--- src/pkg/zsov_defines.vh ---
`ifndef ZSOV_DEFINES_VH
`define ZSOV_DEFINES_VH

// ****************************************
// register byte offsets
// ****************************************
`define ZSOV_OFF_CTRL 12'h000
`define ZSOV_OFF_STATUS 12'h004
`define ZSOV_OFF_CNT_CLR 12'h008
`define ZSOV_OFF_VOLT 12'h00c
`define ZSOV_OFF_CNT_BASE 12'h010
`define ZSOV_OFF_PICKUP_BASE 12'h040
`define ZSOV_OFF_DELAY_BASE 12'h060
`define ZSOV_OFF_LOG_BASE 12'h080

// ****************************************
// field positions
// ****************************************
`define ZSOV_CTRL_FORCE 0
`define ZSOV_CTRL_GRP_LO 4
`define ZSOV_CTRL_GRP_HI 6
`define ZSOV_CTRL_SRC_LO 8
`define ZSOV_CTRL_SRC_HI 10
`define ZSOV_CTRL_MODE 16
`define ZSOV_ST_BLOCKED 0
`define ZSOV_ST_START 1
`define ZSOV_ST_TRIP 2
`define ZSOV_ST_STRIDE 4
`define ZSOV_ST_GRP_LO 8

// ****************************************
// group select sources
// ****************************************
`define ZSOV_SRC_NONE 3'h0
`define ZSOV_SRC_PHYS 3'h1
`define ZSOV_SRC_SOFT_IN 3'h2
`define ZSOV_SRC_INDIC 3'h3
`define ZSOV_SRC_SOFT_OUT 3'h4
`define ZSOV_SRC_FKEY 3'h5

// ****************************************
// reset values and trip percent
// ****************************************
`define ZSOV_RST_PICKUP 16'h03e8
`define ZSOV_RST_DELAY 20'h003e8
`define ZSOV_PCT_TRIP 7'h64

// ****************************************
// timing
// ****************************************
`define ZSOV_CLK_HZ 64'd10000000
`define ZSOV_FORCE_TIMEOUT_S 64'd300

`endif

--- src/rtl/zsov_stage.v ---
`timescale 1ns/1ps
`default_nettype none
`include "zsov_defines.vh"

module zsov_stage (
    // clock and reset
    input wire clk_i,
    input wire nrst_i,
    // timing and measurement
    input wire tick_i,
    input wire [15:0] volt_i,
    input wire [15:0] pickup_i,
    input wire [19:0] delay_i,
    input wire block_i,
    // counter clears
    input wire clr_start_i,
    input wire clr_trip_i,
    // state
    output reg start_o,
    output reg trip_o,
    output reg [15:0] start_cnt_o,
    output reg [15:0] trip_cnt_o,
    // fault record
    output reg rec_o,
    output reg [15:0] rec_volt_o,
    output reg [6:0] rec_pct_o
);

reg [19:0] elapsed_reg;
reg [19:0] acc_reg;
reg [6:0] pct_reg;
reg [15:0] maxv_reg;
wire above;
wire [19:0] elapsed_next;
wire [20:0] acc_sum;

assign above = (volt_i > pickup_i) && !block_i;
assign elapsed_next = elapsed_reg + 20'h00001;
assign acc_sum = {1'b0, acc_reg} + 21'h000064;

always @(posedge clk_i or negedge nrst_i) begin
    if (!nrst_i) begin
        start_o <= 1'b0;
        trip_o <= 1'b0;
        elapsed_reg <= 20'h00000;
        acc_reg <= 20'h00000;
        pct_reg <= 7'h00;
        maxv_reg <= 16'h0000;
        rec_o <= 1'b0;
        rec_volt_o <= 16'h0000;
        rec_pct_o <= 7'h00;
    end else begin
        rec_o <= 1'b0;
        if (!above) begin
            start_o <= 1'b0;
            trip_o <= 1'b0;
            elapsed_reg <= 20'h00000;
            acc_reg <= 20'h00000;
            pct_reg <= 7'h00;
            maxv_reg <= 16'h0000;
            if (start_o) begin
                rec_o <= 1'b1;
                rec_volt_o <= maxv_reg;
                rec_pct_o <= pct_reg;
            end
        end else begin
            start_o <= 1'b1;
            if (volt_i > maxv_reg) begin
                maxv_reg <= volt_i;
            end
            if (tick_i && !trip_o) begin
                elapsed_reg <= elapsed_next;
                if (elapsed_next >= delay_i) begin
                    trip_o <= 1'b1;
                    pct_reg <= `ZSOV_PCT_TRIP;
                end else if (acc_sum >= {1'b0, delay_i}) begin
                    // elapsed percent, one step per delay_i/100 ticks, at most one per tick
                    acc_reg <= acc_sum[19:0] - delay_i;
                    if (pct_reg < 7'h63) begin
                        pct_reg <= pct_reg + 7'h01;
                    end
                end else begin
                    acc_reg <= acc_sum[19:0];
                end
            end
        end
    end
end

// event counters, a clear in the cycle of an event leaves a count of 1
always @(posedge clk_i or negedge nrst_i) begin
    if (!nrst_i) begin
        start_cnt_o <= 16'h0000;
        trip_cnt_o <= 16'h0000;
    end else begin
        if (above && !start_o) begin
            start_cnt_o <= clr_start_i ? 16'h0001 : start_cnt_o + 16'h0001;
        end else if (clr_start_i) begin
            start_cnt_o <= 16'h0000;
        end
        if (above && tick_i && !trip_o && elapsed_next >= delay_i) begin
            trip_cnt_o <= clr_trip_i ? 16'h0001 : trip_cnt_o + 16'h0001;
        end else if (clr_trip_i) begin
            trip_cnt_o <= 16'h0000;
        end
    end
end

endmodule // zsov_stage
`default_nettype wire

--- src/rtl/zsov_top.v ---
`timescale 1ns/1ps
`default_nettype none
`include "zsov_defines.vh"

module zsov_top #(
    parameter [63:0] FORCE_CYCLES = `ZSOV_FORCE_TIMEOUT_S * `ZSOV_CLK_HZ
) (
    // clock and reset
    input wire clk_i,
    input wire nrst_i,
    // apb slave
    input wire psel_i,
    input wire penable_i,
    input wire pwrite_i,
    input wire [11:0] paddr_i,
    input wire [31:0] pwdata_i,
    output reg [31:0] prdata_o,
    output reg pready_o,
    output reg pslverr_o,
    // measurement front end
    input wire [15:0] residual_meas_i,
    input wire [15:0] residual_sum_i,
    input wire tick_i,
    input wire [31:0] date_i,
    input wire [31:0] time_ms_i,
    // control inputs
    input wire pw_ok_i,
    input wire [1:0] block_i,
    input wire [1:0] physical_input_n_i,
    input wire [1:0] soft_input_n_i,
    input wire [1:0] indicator_signal_n_i,
    input wire [1:0] soft_output_n_i,
    input wire [1:0] function_key_n_i,
    // stage outputs
    output reg [1:0] start_o,
    output reg [1:0] trip_o
);

// ****************************************
// registers
// ****************************************
reg force_reg;
reg [31:0] force_cnt_reg;
reg [1:0] active_group_reg;
reg [2:0] group_select_source_reg;
reg mode_reg;
reg [1:0] forced_start_reg;
reg [1:0] forced_trip_reg;
reg [15:0] residual_voltage_value_reg;
reg [15:0] pickup_reg [0:7];
reg [19:0] delay_reg [0:7];
reg [31:0] log_date_reg [0:7];
reg [31:0] log_time_reg [0:7];
reg [15:0] log_volt_reg [0:7];
reg [11:0] log_info_reg [0:7];
reg [2:0] log_ptr_reg;
reg [31:0] rdata;
reg rerr;
reg [1:0] eff_group;

wire wr_en;
wire access;
wire [1:0] st_start;
wire [1:0] st_trip;
wire [31:0] st_start_cnt;
wire [31:0] st_trip_cnt;
wire [1:0] st_rec;
wire [31:0] st_rec_volt;
wire [13:0] st_rec_pct;
wire [3:0] cnt_clr;
wire [2:0] log_ptr1;
wire [2:0] log_rd_idx;

assign access = psel_i && penable_i;
// write lands on the edge that sees pready high
assign wr_en = access && pready_o && pwrite_i && !pslverr_o;
assign cnt_clr = (wr_en && paddr_i == `ZSOV_OFF_CNT_CLR) ?
    pwdata_i[3:0] : 4'h0;

// ****************************************
// apb handshake
// ****************************************
// one wait state keeps pready and prdata registered
always @(posedge clk_i or negedge nrst_i) begin
    if (!nrst_i) begin
        pready_o <= 1'b0;
        pslverr_o <= 1'b0;
        prdata_o <= 32'h00000000;
    end else begin
        pready_o <= access && !pready_o;
        if (access && !pready_o) begin
            prdata_o <= pwrite_i ? 32'h00000000 : rdata;
            pslverr_o <= rerr;
        end else begin
            pslverr_o <= 1'b0;
        end
    end
end

// ****************************************
// group selection
// ****************************************
always @* begin
    case (group_select_source_reg)
        `ZSOV_SRC_NONE: eff_group = active_group_reg;
        `ZSOV_SRC_PHYS: eff_group = physical_input_n_i;
        `ZSOV_SRC_SOFT_IN: eff_group = soft_input_n_i;
        `ZSOV_SRC_INDIC: eff_group = indicator_signal_n_i;
        `ZSOV_SRC_SOFT_OUT: eff_group = soft_output_n_i;
        `ZSOV_SRC_FKEY: eff_group = function_key_n_i;
        default: eff_group = active_group_reg;
    endcase
end

// ****************************************
// control, force and measurement
// ****************************************
always @(posedge clk_i or negedge nrst_i) begin
    if (!nrst_i) begin
        force_reg <= 1'b0;
        force_cnt_reg <= 32'h00000000;
        active_group_reg <= 2'h0;
        group_select_source_reg <= `ZSOV_SRC_NONE;
        mode_reg <= 1'b0;
        forced_start_reg <= 2'h0;
        forced_trip_reg <= 2'h0;
        residual_voltage_value_reg <= 16'h0000;
    end else begin
        // front end delivers fundamental magnitude only
        residual_voltage_value_reg <= mode_reg ? residual_sum_i :
            residual_meas_i;
        // five minute self clear, a new set restarts it
        if (wr_en && paddr_i == `ZSOV_OFF_CTRL && pw_ok_i &&
            pwdata_i[`ZSOV_CTRL_FORCE]) begin
            force_reg <= 1'b1;
            force_cnt_reg <= 32'h00000000;
        end else if (wr_en && paddr_i == `ZSOV_OFF_CTRL && pw_ok_i) begin
            force_reg <= 1'b0;
        end else if (force_reg) begin
            if (force_cnt_reg >= FORCE_CYCLES[31:0] - 32'h00000001) begin
                force_reg <= 1'b0;
            end else begin
                force_cnt_reg <= force_cnt_reg + 32'h00000001;
            end
        end
        if (wr_en && paddr_i == `ZSOV_OFF_CTRL && pw_ok_i) begin
            // groups numbered 1 to 4, others ignored
            if (pwdata_i[6:4] >= 3'h1 && pwdata_i[6:4] <= 3'h4) begin
                active_group_reg <= pwdata_i[5:4] - 2'h1;
            end
            if (pwdata_i[10:8] <= `ZSOV_SRC_FKEY) begin
                group_select_source_reg <= pwdata_i[10:8];
            end
            mode_reg <= pwdata_i[`ZSOV_CTRL_MODE];
        end
        if (!force_reg) begin
            forced_start_reg <= 2'h0;
            forced_trip_reg <= 2'h0;
        end else if (wr_en && paddr_i == `ZSOV_OFF_STATUS) begin
            forced_start_reg <= {pwdata_i[5], pwdata_i[1]};
            forced_trip_reg <= {pwdata_i[6], pwdata_i[2]};
        end
    end
end

// ****************************************
// settings and stages
// ****************************************
genvar gi;
generate
    for (gi = 0; gi < 8; gi = gi + 1) begin : g_set
        always @(posedge clk_i or negedge nrst_i) begin
            if (!nrst_i) begin
                pickup_reg[gi] <= `ZSOV_RST_PICKUP;
                delay_reg[gi] <= `ZSOV_RST_DELAY;
            end else if (wr_en && pw_ok_i) begin
                if (paddr_i == `ZSOV_OFF_PICKUP_BASE + gi * 4) begin
                    pickup_reg[gi] <= pwdata_i[15:0];
                end
                if (paddr_i == `ZSOV_OFF_DELAY_BASE + gi * 4) begin
                    delay_reg[gi] <= pwdata_i[19:0];
                end
            end
        end
    end
    for (gi = 0; gi < 2; gi = gi + 1) begin : g_stage
        zsov_stage u_stage (
            .clk_i(clk_i),
            .nrst_i(nrst_i),
            .tick_i(tick_i),
            .volt_i(residual_voltage_value_reg),
            .pickup_i(pickup_reg[gi * 4 + eff_group]),
            .delay_i(delay_reg[gi * 4 + eff_group]),
            .block_i(block_i[gi]),
            .clr_start_i(cnt_clr[gi * 2]),
            .clr_trip_i(cnt_clr[gi * 2 + 1]),
            .start_o(st_start[gi]),
            .trip_o(st_trip[gi]),
            .start_cnt_o(st_start_cnt[gi * 16 +: 16]),
            .trip_cnt_o(st_trip_cnt[gi * 16 +: 16]),
            .rec_o(st_rec[gi]),
            .rec_volt_o(st_rec_volt[gi * 16 +: 16]),
            .rec_pct_o(st_rec_pct[gi * 7 +: 7])
        );
    end
endgenerate

always @(posedge clk_i or negedge nrst_i) begin
    if (!nrst_i) begin
        start_o <= 2'h0;
        trip_o <= 2'h0;
    end else begin
        start_o <= st_start | forced_start_reg;
        trip_o <= st_trip | forced_trip_reg;
    end
end

// ****************************************
// fault log
// ****************************************
// both stages ending together take two slots, stage 0 first
assign log_ptr1 = st_rec[0] ? log_ptr_reg + 3'h1 : log_ptr_reg;

always @(posedge clk_i or negedge nrst_i) begin
    if (!nrst_i) begin
        log_ptr_reg <= 3'h0;
    end else begin
        log_ptr_reg <= log_ptr1 + {2'h0, st_rec[1]};
    end
end

generate
    for (gi = 0; gi < 8; gi = gi + 1) begin : g_log
        always @(posedge clk_i or negedge nrst_i) begin
            if (!nrst_i) begin
                log_date_reg[gi] <= 32'h00000000;
                log_time_reg[gi] <= 32'h00000000;
                log_volt_reg[gi] <= 16'h0000;
                log_info_reg[gi] <= 12'h000;
            end else if (st_rec[0] && log_ptr_reg == gi) begin
                log_date_reg[gi] <= date_i;
                log_time_reg[gi] <= time_ms_i;
                log_volt_reg[gi] <= st_rec_volt[15:0];
                log_info_reg[gi] <= {1'b0, eff_group + 2'h1 == 2'h0 ?
                    3'h4 : {1'b0, eff_group + 2'h1}, 1'b0, st_rec_pct[6:0]};
            end else if (st_rec[1] && log_ptr1 == gi) begin
                log_date_reg[gi] <= date_i;
                log_time_reg[gi] <= time_ms_i;
                log_volt_reg[gi] <= st_rec_volt[31:16];
                log_info_reg[gi] <= {1'b0, eff_group + 2'h1 == 2'h0 ?
                    3'h4 : {1'b0, eff_group + 2'h1}, 1'b1, st_rec_pct[13:7]};
            end
        end
    end
endgenerate

// ****************************************
// read mux
// ****************************************
// slot 0 of the log window is always the newest fault
assign log_rd_idx = log_ptr_reg - 3'h1 - paddr_i[6:4];

always @* begin
    rdata = 32'h00000000;
    rerr = 1'b0;
    if (paddr_i[11:8] != 4'h0 || paddr_i[1:0] != 2'h0) begin
        rerr = 1'b1;
    end else if (paddr_i[7]) begin
        case (paddr_i[3:2])
            2'h0: rdata = log_date_reg[log_rd_idx];
            2'h1: rdata = log_time_reg[log_rd_idx];
            2'h2: rdata = {16'h0000, log_volt_reg[log_rd_idx]};
            default: rdata = {20'h00000, log_info_reg[log_rd_idx]};
        endcase
    end else if (paddr_i[7:5] == 3'h2) begin
        rdata = {16'h0000, pickup_reg[paddr_i[4:2]]};
    end else if (paddr_i[7:5] == 3'h3) begin
        rdata = {12'h000, delay_reg[paddr_i[4:2]]};
    end else begin
        case (paddr_i[7:0])
            8'h00: rdata = {15'h0000, mode_reg, 5'h00,
                group_select_source_reg, 1'b0,
                {1'b0, active_group_reg} + 3'h1, 3'h0, force_reg};
            8'h04: rdata = {22'h000000, eff_group, 1'b0, trip_o[1],
                start_o[1], block_i[1], 1'b0, trip_o[0], start_o[0],
                block_i[0]};
            8'h08: rdata = 32'h00000000;
            8'h0c: rdata = {16'h0000, residual_voltage_value_reg};
            8'h10: rdata = {16'h0000, st_start_cnt[15:0]};
            8'h14: rdata = {16'h0000, st_trip_cnt[15:0]};
            8'h18: rdata = {16'h0000, st_start_cnt[31:16]};
            8'h1c: rdata = {16'h0000, st_trip_cnt[31:16]};
            default: rerr = 1'b1;
        endcase
    end
end

endmodule // zsov_top
`default_nettype wire

--- config.mk ---
export PLATFORM = sky130hd
export DESIGN_NAME = zsov_top
export DESIGN_NICKNAME = d
export VERILOG_FILES = /design/src/rtl/zsov_stage.v /design/src/rtl/zsov_top.v
export VERILOG_INCLUDE_DIRS = /design/src /design/src/pkg
export SDC_FILE = /design/constraint.sdc
export NUM_CORES = 2
export LEC_CHECK = 0
export CORE_MARGIN = 5
export CORE_UTILIZATION = 53
export CTS_BUF_LIST = sky130_fd_sc_hd__clkbuf_16
export CTS_CLUSTER_DIAMETER = 100
export DETAILED_ROUTE_END_ITERATION = 8
export DONT_BUFFER_PORTS = 1
export PLACE_DENSITY = 0.76
export REMOVE_ABC_BUFFERS = 1
export SLEW_MARGIN = 20
export SYNTH_ARGS = -nofsm -noshare
export SYNTH_HDL_FRONTEND = slang
export SYNTH_SLANG_ARGS = --single-unit
--- constraint.sdc ---
create_clock -name clk_i -period 5.3 [get_ports clk_i]
set_input_delay 0.265 -clock clk_i [delete_from_list [all_inputs] [get_ports clk_i]]
set_output_delay 0.265 -clock clk_i [all_outputs]
set_load 0.02 [all_outputs]
# Word level (Yosys, flattened, before mapping)
# Cells that the tools add are included.
[word_totals]
reg_bits = 1366
output_inout_bits = 38
in_bits = 159
elab_cells = 466
[op_classes]
add_sub_neg = 21
bitwise = 8
n_lt_le_gt_ge = 18
muxes = 174
eq_ne = 63
reduce_logical = 98
[op_table]
columns = ["operator", "count"]
rows = [
  ["$mux 32", 43],
  ["$mux 16", 41],
  ["$mux 20", 20],
  ["$mux 12", 18],
  ["$bmux 16 s3", 4],
  ["$bmux 32 s3", 2],
  ["$eq 12x7->1 const B", 16],
  ["$bmux 20 s3", 3],
  ["$pmux 17 s7", 1],
  ["$pmux 32 s3", 1],
  ["$mux 7", 10],
  ["$ge 33x4->1 const B", 2],
  ["$add 16x1->16 const B", 4],
  ["$gt 16x16->1", 4],
  ["$reduce_and 2->1", 24],
  ["$add 20x7->21 const B", 2],
  ["$ge 21x20->1", 2],
  ["$add 20x1->20 const B", 2],
  ["$ge 20x20->1", 2],
  ["$logic_and 1x1->1", 40],
  ["$sub 20x20->20", 2],
  ["$bmux 12 s3", 1],
  ["$not 2->33", 1],
  ["$not 4->33", 1],
  ["other kinds (46)", 136],
]

# Longest topological paths before layout
[depth]
depth_word = 13
mapped_depth = 21
mapped_depth_nobuf = 18

# Hierarchy
# A second synthesis with hierarchy kept.
[unflattened]
cells_unflattened = 6235
area_unflattened_um2 = 72876.1
[by_module_without_submodules]
columns = ["module", "area_each_um2", "seq_area_each_um2", "cells_each", "n_inst"]
rows = [
  ["zsov_top", 55807.3, 28046.9, 4303, 1],
  ["zsov_stage", 8534.4, 3027.9, 966, 2],
]

# Least setup slack after synthesis
# No wires, ideal clock.
[synth_timing]
path_kind = "register to register"
from = "register group_select_source_reg[2]"
to = "register g_stage[1].u_stage.acc_reg[14]"
setup_ns = 0.104
n_path_buf = 3
required_ns = 5.196
synth_period_minus_slack_ns = 4.773
arrival_time_ns = 4.669
setup_slack_ns = 0.527
path_stages_with_launch = 19
path_cell_list = "dfrtp_1 -> buf_2 -> nor4b_1 -> o32ai_2 -> nand2_2 -> buf_1 -> mux4_2 -> inv_1 -> ha_1 -> a2111oi_0 -> o21ai_0 -> o21ai_0 -> nor2_1 -> nor4b_1 -> o211ai_4 -> a21oi_4 -> buf_2 -> o21ai_1 -> a221oi_1"
[synth_between]
elab_chain_len = 12
elab_cells_between_ends = 26
cone_classes = "add/sub: 2; order compare: 3; eq/ne: 7; mux: 11; bitwise: 1; reduce/logical: 2"
[synth_lines]
columns = ["element", "line", "rtl"]
rows = [
  ["start, declared", "zsov_top.v:45", "reg [2:0] group_select_source_reg;"],
  ["start signal, assigned", "zsov_top.v:123", "group_select_source_reg <= `ZSOV_SRC_NONE;"],
  ["start signal, assigned", "zsov_top.v:152", "group_select_source_reg <= pwdata_i[10:8];"],
  ["$eq 3x3->1 (tied with other cells)", "zsov_top.v:104", "case (group_select_source_reg)"],
  ["$pmux 2 s5 (*)", "zsov_top.v:104", ""],
  ["$add 3x2->4 (*)", "zsov_top.v:192, zsov_top.v:193", ""],
  ["$not 4->33 (implied by the code) (*)", "zsov_top.v:192, zsov_top.v:193", ""],
  ["$bmux 20 s3", "zsov_top.v:193", ".delay_i(delay_reg[gi * 4 + eff_group]),"],
  ["$mux 20 (implied by the code) (2 in a row)", "zsov_top.v:193", ""],
  ["$sub 20x20->20 / $ge 21x20->1 (equally long branches)", "zsov_stage.v:78, zsov_stage.v:76", ""],
  ["$mux 20", "zsov_stage.v:76", "end else if (acc_sum >= {1'b0, delay_i}) begin"],
  ["$mux 20", "zsov_stage.v:73", "if (elapsed_next >= delay_i) begin"],
  ["$mux 20", "zsov_stage.v:71", "if (tick_i && !trip_o) begin"],
  ["$mux 20", "zsov_stage.v:54", "if (!above) begin"],
  ["end signal, assigned", "zsov_stage.v:78", "acc_reg <= acc_sum[19:0] - delay_i;"],
  ["end signal, assigned", "zsov_stage.v:83", "acc_reg <= acc_sum[19:0];"],
  ["end, declared", "zsov_stage.v:30", "reg [19:0] acc_reg;"],
]
# Every way passes the cells marked *; elsewhere a longest branch is shown, timed or not. The select of a mux whose other input is x is not followed.
# A chain may end at the register's enable or synchronous reset.

# Worst setup path after layout
[layout_timing]
from = "register group_select_source_reg[0]"
to = "register g_stage[1].u_stage.trip_cnt_o[13]"
[layout_between]
elab_chain_len = 13
elab_cells_between_ends = 22
cone_classes = "add/sub: 1; order compare: 2; eq/ne: 5; mux: 8; bitwise: 1; reduce/logical: 5"
[layout_lines]
columns = ["element", "line", "rtl"]
rows = [
  ["$eq 3x3->1 (tied with other cells)", "zsov_top.v:104", ""],
  ["$pmux 2 s5 (*)", "zsov_top.v:104", ""],
  ["$add 3x2->4 (*)", "zsov_top.v:192, zsov_top.v:193", ""],
  ["$not 4->33 (implied by the code) (*)", "zsov_top.v:192, zsov_top.v:193", ""],
  ["$bmux 16 s3", "zsov_top.v:192", ".pickup_i(pickup_reg[gi * 4 + eff_group]),"],
  ["$mux 16 (implied by the code) (2 in a row)", "zsov_top.v:192", ""],
  ["$gt 16x16->1", "zsov_stage.v:37", "assign above = (volt_i > pickup_i) && !block_i;"],
  ["$logic_and 1x1->1", "zsov_stage.v:37", ""],
  ["$logic_and 1x1->1 (2 in a row)", "zsov_stage.v:101", "if (above && tick_i && !trip_o && elapsed_next >= delay_i) begin"],
  ["$logic_and 1x1->1 (*)", "zsov_stage.v:101", ""],
  ["$mux 16 / $reduce_bool 2->1 (equally long branches)", "n/a", ""],
  ["end signal, assigned", "zsov_stage.v:102", "trip_cnt_o <= clr_trip_i ? 16'h0001 : trip_cnt_o + 16'h0001;"],
  ["end, declared", "zsov_stage.v:22", "output reg [15:0] trip_cnt_o,"],
]
# Marked as above.

==> reports/metrics.yaml <==
placed_design:
  dp.cells: 7314
  port_buffers: 0
  place_hpwl_mm: 123.2
  place.gp.congestion: 0.9615
power:
  vdd_drop_max_mv: 0.4196
  p_per_area_nw_per_um2: 473.5
  power_leakage_uw: 0.03532
logic_synthesis:
  ys_seq_elements: 1358
  ys_top_cells_by_area: "dfrtp_1 44%, mux2_2 13%, mux4_2 12%"
  synth_ff_type: "dfrtp_1"
  synth.avg_cell_area_sq_um: 12.21
  postSynth.asyncResetShare_pct: 100.0
  yosys.area.top_type_share_pct: 44.40
  netlist_instances: 5826
  yosys_warnings: 0
  synth_top_area_cell: "dfrtp_1"
  netlist_area_sq_um: 71120
  yosysUniqueCellTypes: 88
  synth-seq-area-share_pct: 47.95
  synth_edf_count: 0
worst_hold_path:
  hold_class: "input pin to flop"
  whs_path_depth: 5
global_route:
  grt_max_degree: 247
  grt_use_total_pct: 27.58
  first_global_vias: 50900
  grt_pass1_wl_mm: 304.5
  grt-ovfl-total: 0
  antenna_found_initial: 16
worst_setup_path:
  critical_path.cell_chain: "nand2b_1 > nor2_1 > o32ai_4 > nand2_2 > clkinv_2 > buf_12 > buf_12 > mux4_2 > inv_1 > ha_1 > nand4_1 > nor2_1 > o31ai_1 > a21o_2 > or3_1 > o311ai_0 > o41ai_1"
  arrival_ps: 5640
  cp_max_fo: 22
  slowest_delay_ps: 550
  worstSetupPathType: "flop to flop"
  end_kind: "flop"
  slowest_stage: "or3_1"
  worst_r2r_path_depth: 17
  required_ps: 5960
  start_kind: "flop"
die:
  die_h_um: 376.3
  row_count: 134
  core-area_sq_um: 133500
  start_util_pct: 53.29
  die_area_sq_um: 141600
  num_io_pins: 197
  die_w_um: 376.3
route:
  wl_per_cell_um: 25.21
  vias: 49520
  drtIter0Drc: 4874
  vias_per_cell: 6.395
  drc: 0
  dr.pass1.iters: 7
  wirelength_mm: 195.2
  postRouteAntennaNets: 0
sta:
  min_period_ps: 4984
  grt_setup_unrepaired: "no"
  max_slew.worst_pin.slew_ps: 1232
  clock_skew_ps: 63.97
  period_share_pct: 94.04
  max_freq_ghz: 0.2006
  maxSlewViolCount: 0
  final-setup-viol-count: 0
  maxSlewHeadroom_pct: 17.70
  hold_viol_final: 0
cts:
  numCtsBuffers: 146
  cts_sinks: 1358
  ctsRootBufferMaster: "clkbuf_16"
  clock_latency_ps: 830
  htreeDepth: 4
  clk_pin_slew_ps: 70
  clock_path_buffers: 3
  cts_tree: "built"
final_layout:
  area_delta_synth_final_pct: 12.22
  fin_nets: 6178
  final_cell_count_no_fill: 7744
  fin_util_pct: 59.81
  layout-drive-gt1-share_pct: 28.94
flow_run:
  cap_violations: 0
status:
  status: "complete, no violations"
==> placed cells by master (no fill, tap or decap), types with 165 or more instances in the layout <==
master   netlist  layout
a21oi_1      253     253
dfrtp_1     1262    1260
ha_1         166     165
inv_1        172     196
mux2_2       804     804
mux2i_1      242     242
mux4_2       372     372
nand2_1      459     440
nor2_1       295     292
o21ai_0      340     338
==> cells in the mapped netlist (all sizes together), types with 19 or more instances <==
library cell     n
nand2b          30
a31oi           19
mux2           804
xor2            98
a21o            39
o21a            38
o21ai          356
mux4           372
xnor2           95
mux2i          242
dfstp           96
nand3           99
nand2          461
nor3            46
and3            49
nor2           295
nor2b           28
or3             36
a21oi          254
inv            172
a211oi          25
buf            156
ha             166
o22ai           24
clkbuf         248
dfrtp         1262
nand4           55
and2            24
==> layout make-up <==
type                       instances  area, sq um
inverter                         174        658.1
clock buffer                     146         3654
tap                             1768         2212
fill                           10220        53640
clock inverter                   120         1244
multi-input combinational       3890        35040
antenna                            8        20.02
sequential                      1358        34110
timing repair buffer             280         2878
==> per-stage QoR <==
step	TNS [ps]	cell area, sq um	hold slack (ps)	setup WS (ps)	power (uW)
final	0	79820	75.44	315.9	37790
after global routing	0	79810	79.19	41.79	39590
after CTS	-713.1	79430	5.179	-85.45	37750
after detailed placement	-8.225	73140	-29.59	-8.225	27130
after global placement	0	73140	-29.56	144.8	26570
after floorplan	-975470	69530	-30.59	-6020	23580
==> repair_timing <==
action | in CTS | in global routing
resized for setup | 1 | 18
hold buffers | 139 | 0
pin swaps | 0 | 4
endpoints found under the setup margin | 17 | 132
buffers inserted | 0 | 11
endpoints found under the hold margin | 1063 | 0
==> cell families after synthesis <==
logic type      Yosys count  share of synthesized area, %
xor+xnor                193                         2.377
compound gates          912                         7.741
mux                    1418                         27.92
simple gates           1198                         7.853
fa+ha+maj               169                         3.005
flops                  1358                         47.95
buf+inv                 578                         3.160
==> metal layers <==
layer / track usage [%] / routed length (um)
met5: 0.5489 / 197
met4: 10.65 / 7661
met3: 7.982 / 18840
met2: 42.89 / 90400
met1: 36.88 / 78090
==> critical path, delay by kind of cell, from the launching register on <==
family	cells	cell delay [ps]
and+or+nand+nor	6	1510
AOI/OAI and AO/OA	5	1400
buffers and inverters	4	740
muxes	1	510
DFF	1	490
adders and majority gates	1	150
==> power breakdown <==
group | internal, uW | total (uW) | switching [uW]
clock network | 5850 | 10400 | 4520
registers | 13200 | 14800 | 1650
logic | 6610 | 12600 | 6010
==> path summary, 6_finish.rpt <==
path / startpoint / to / slack [ps]
max reg2reg: group_select_source_reg[0]$_DFFE_PN0P_ / g_stage[1].u_stage.trip_cnt_o[13]$_DFFE_PN0P_ / 320
max: group_select_source_reg[0]$_DFFE_PN0P_ / g_stage[1].u_stage.trip_cnt_o[13]$_DFFE_PN0P_ / 320
max in group asynchronous: nrst_i / log_volt_reg[66]$_DFFE_PN0P_ / 1600
min in group asynchronous: nrst_i / force_cnt_reg[5]$_DFFE_PN0P_ / 380
min reg2reg: forced_start_reg[0]$_DFFE_PN0P_ / start_o[0]$_DFF_PN0_ / 430
min: paddr_i[11] / forced_start_reg[1]$_DFFE_PN0P_ / 80
Power figures use the tool's default switching activity.
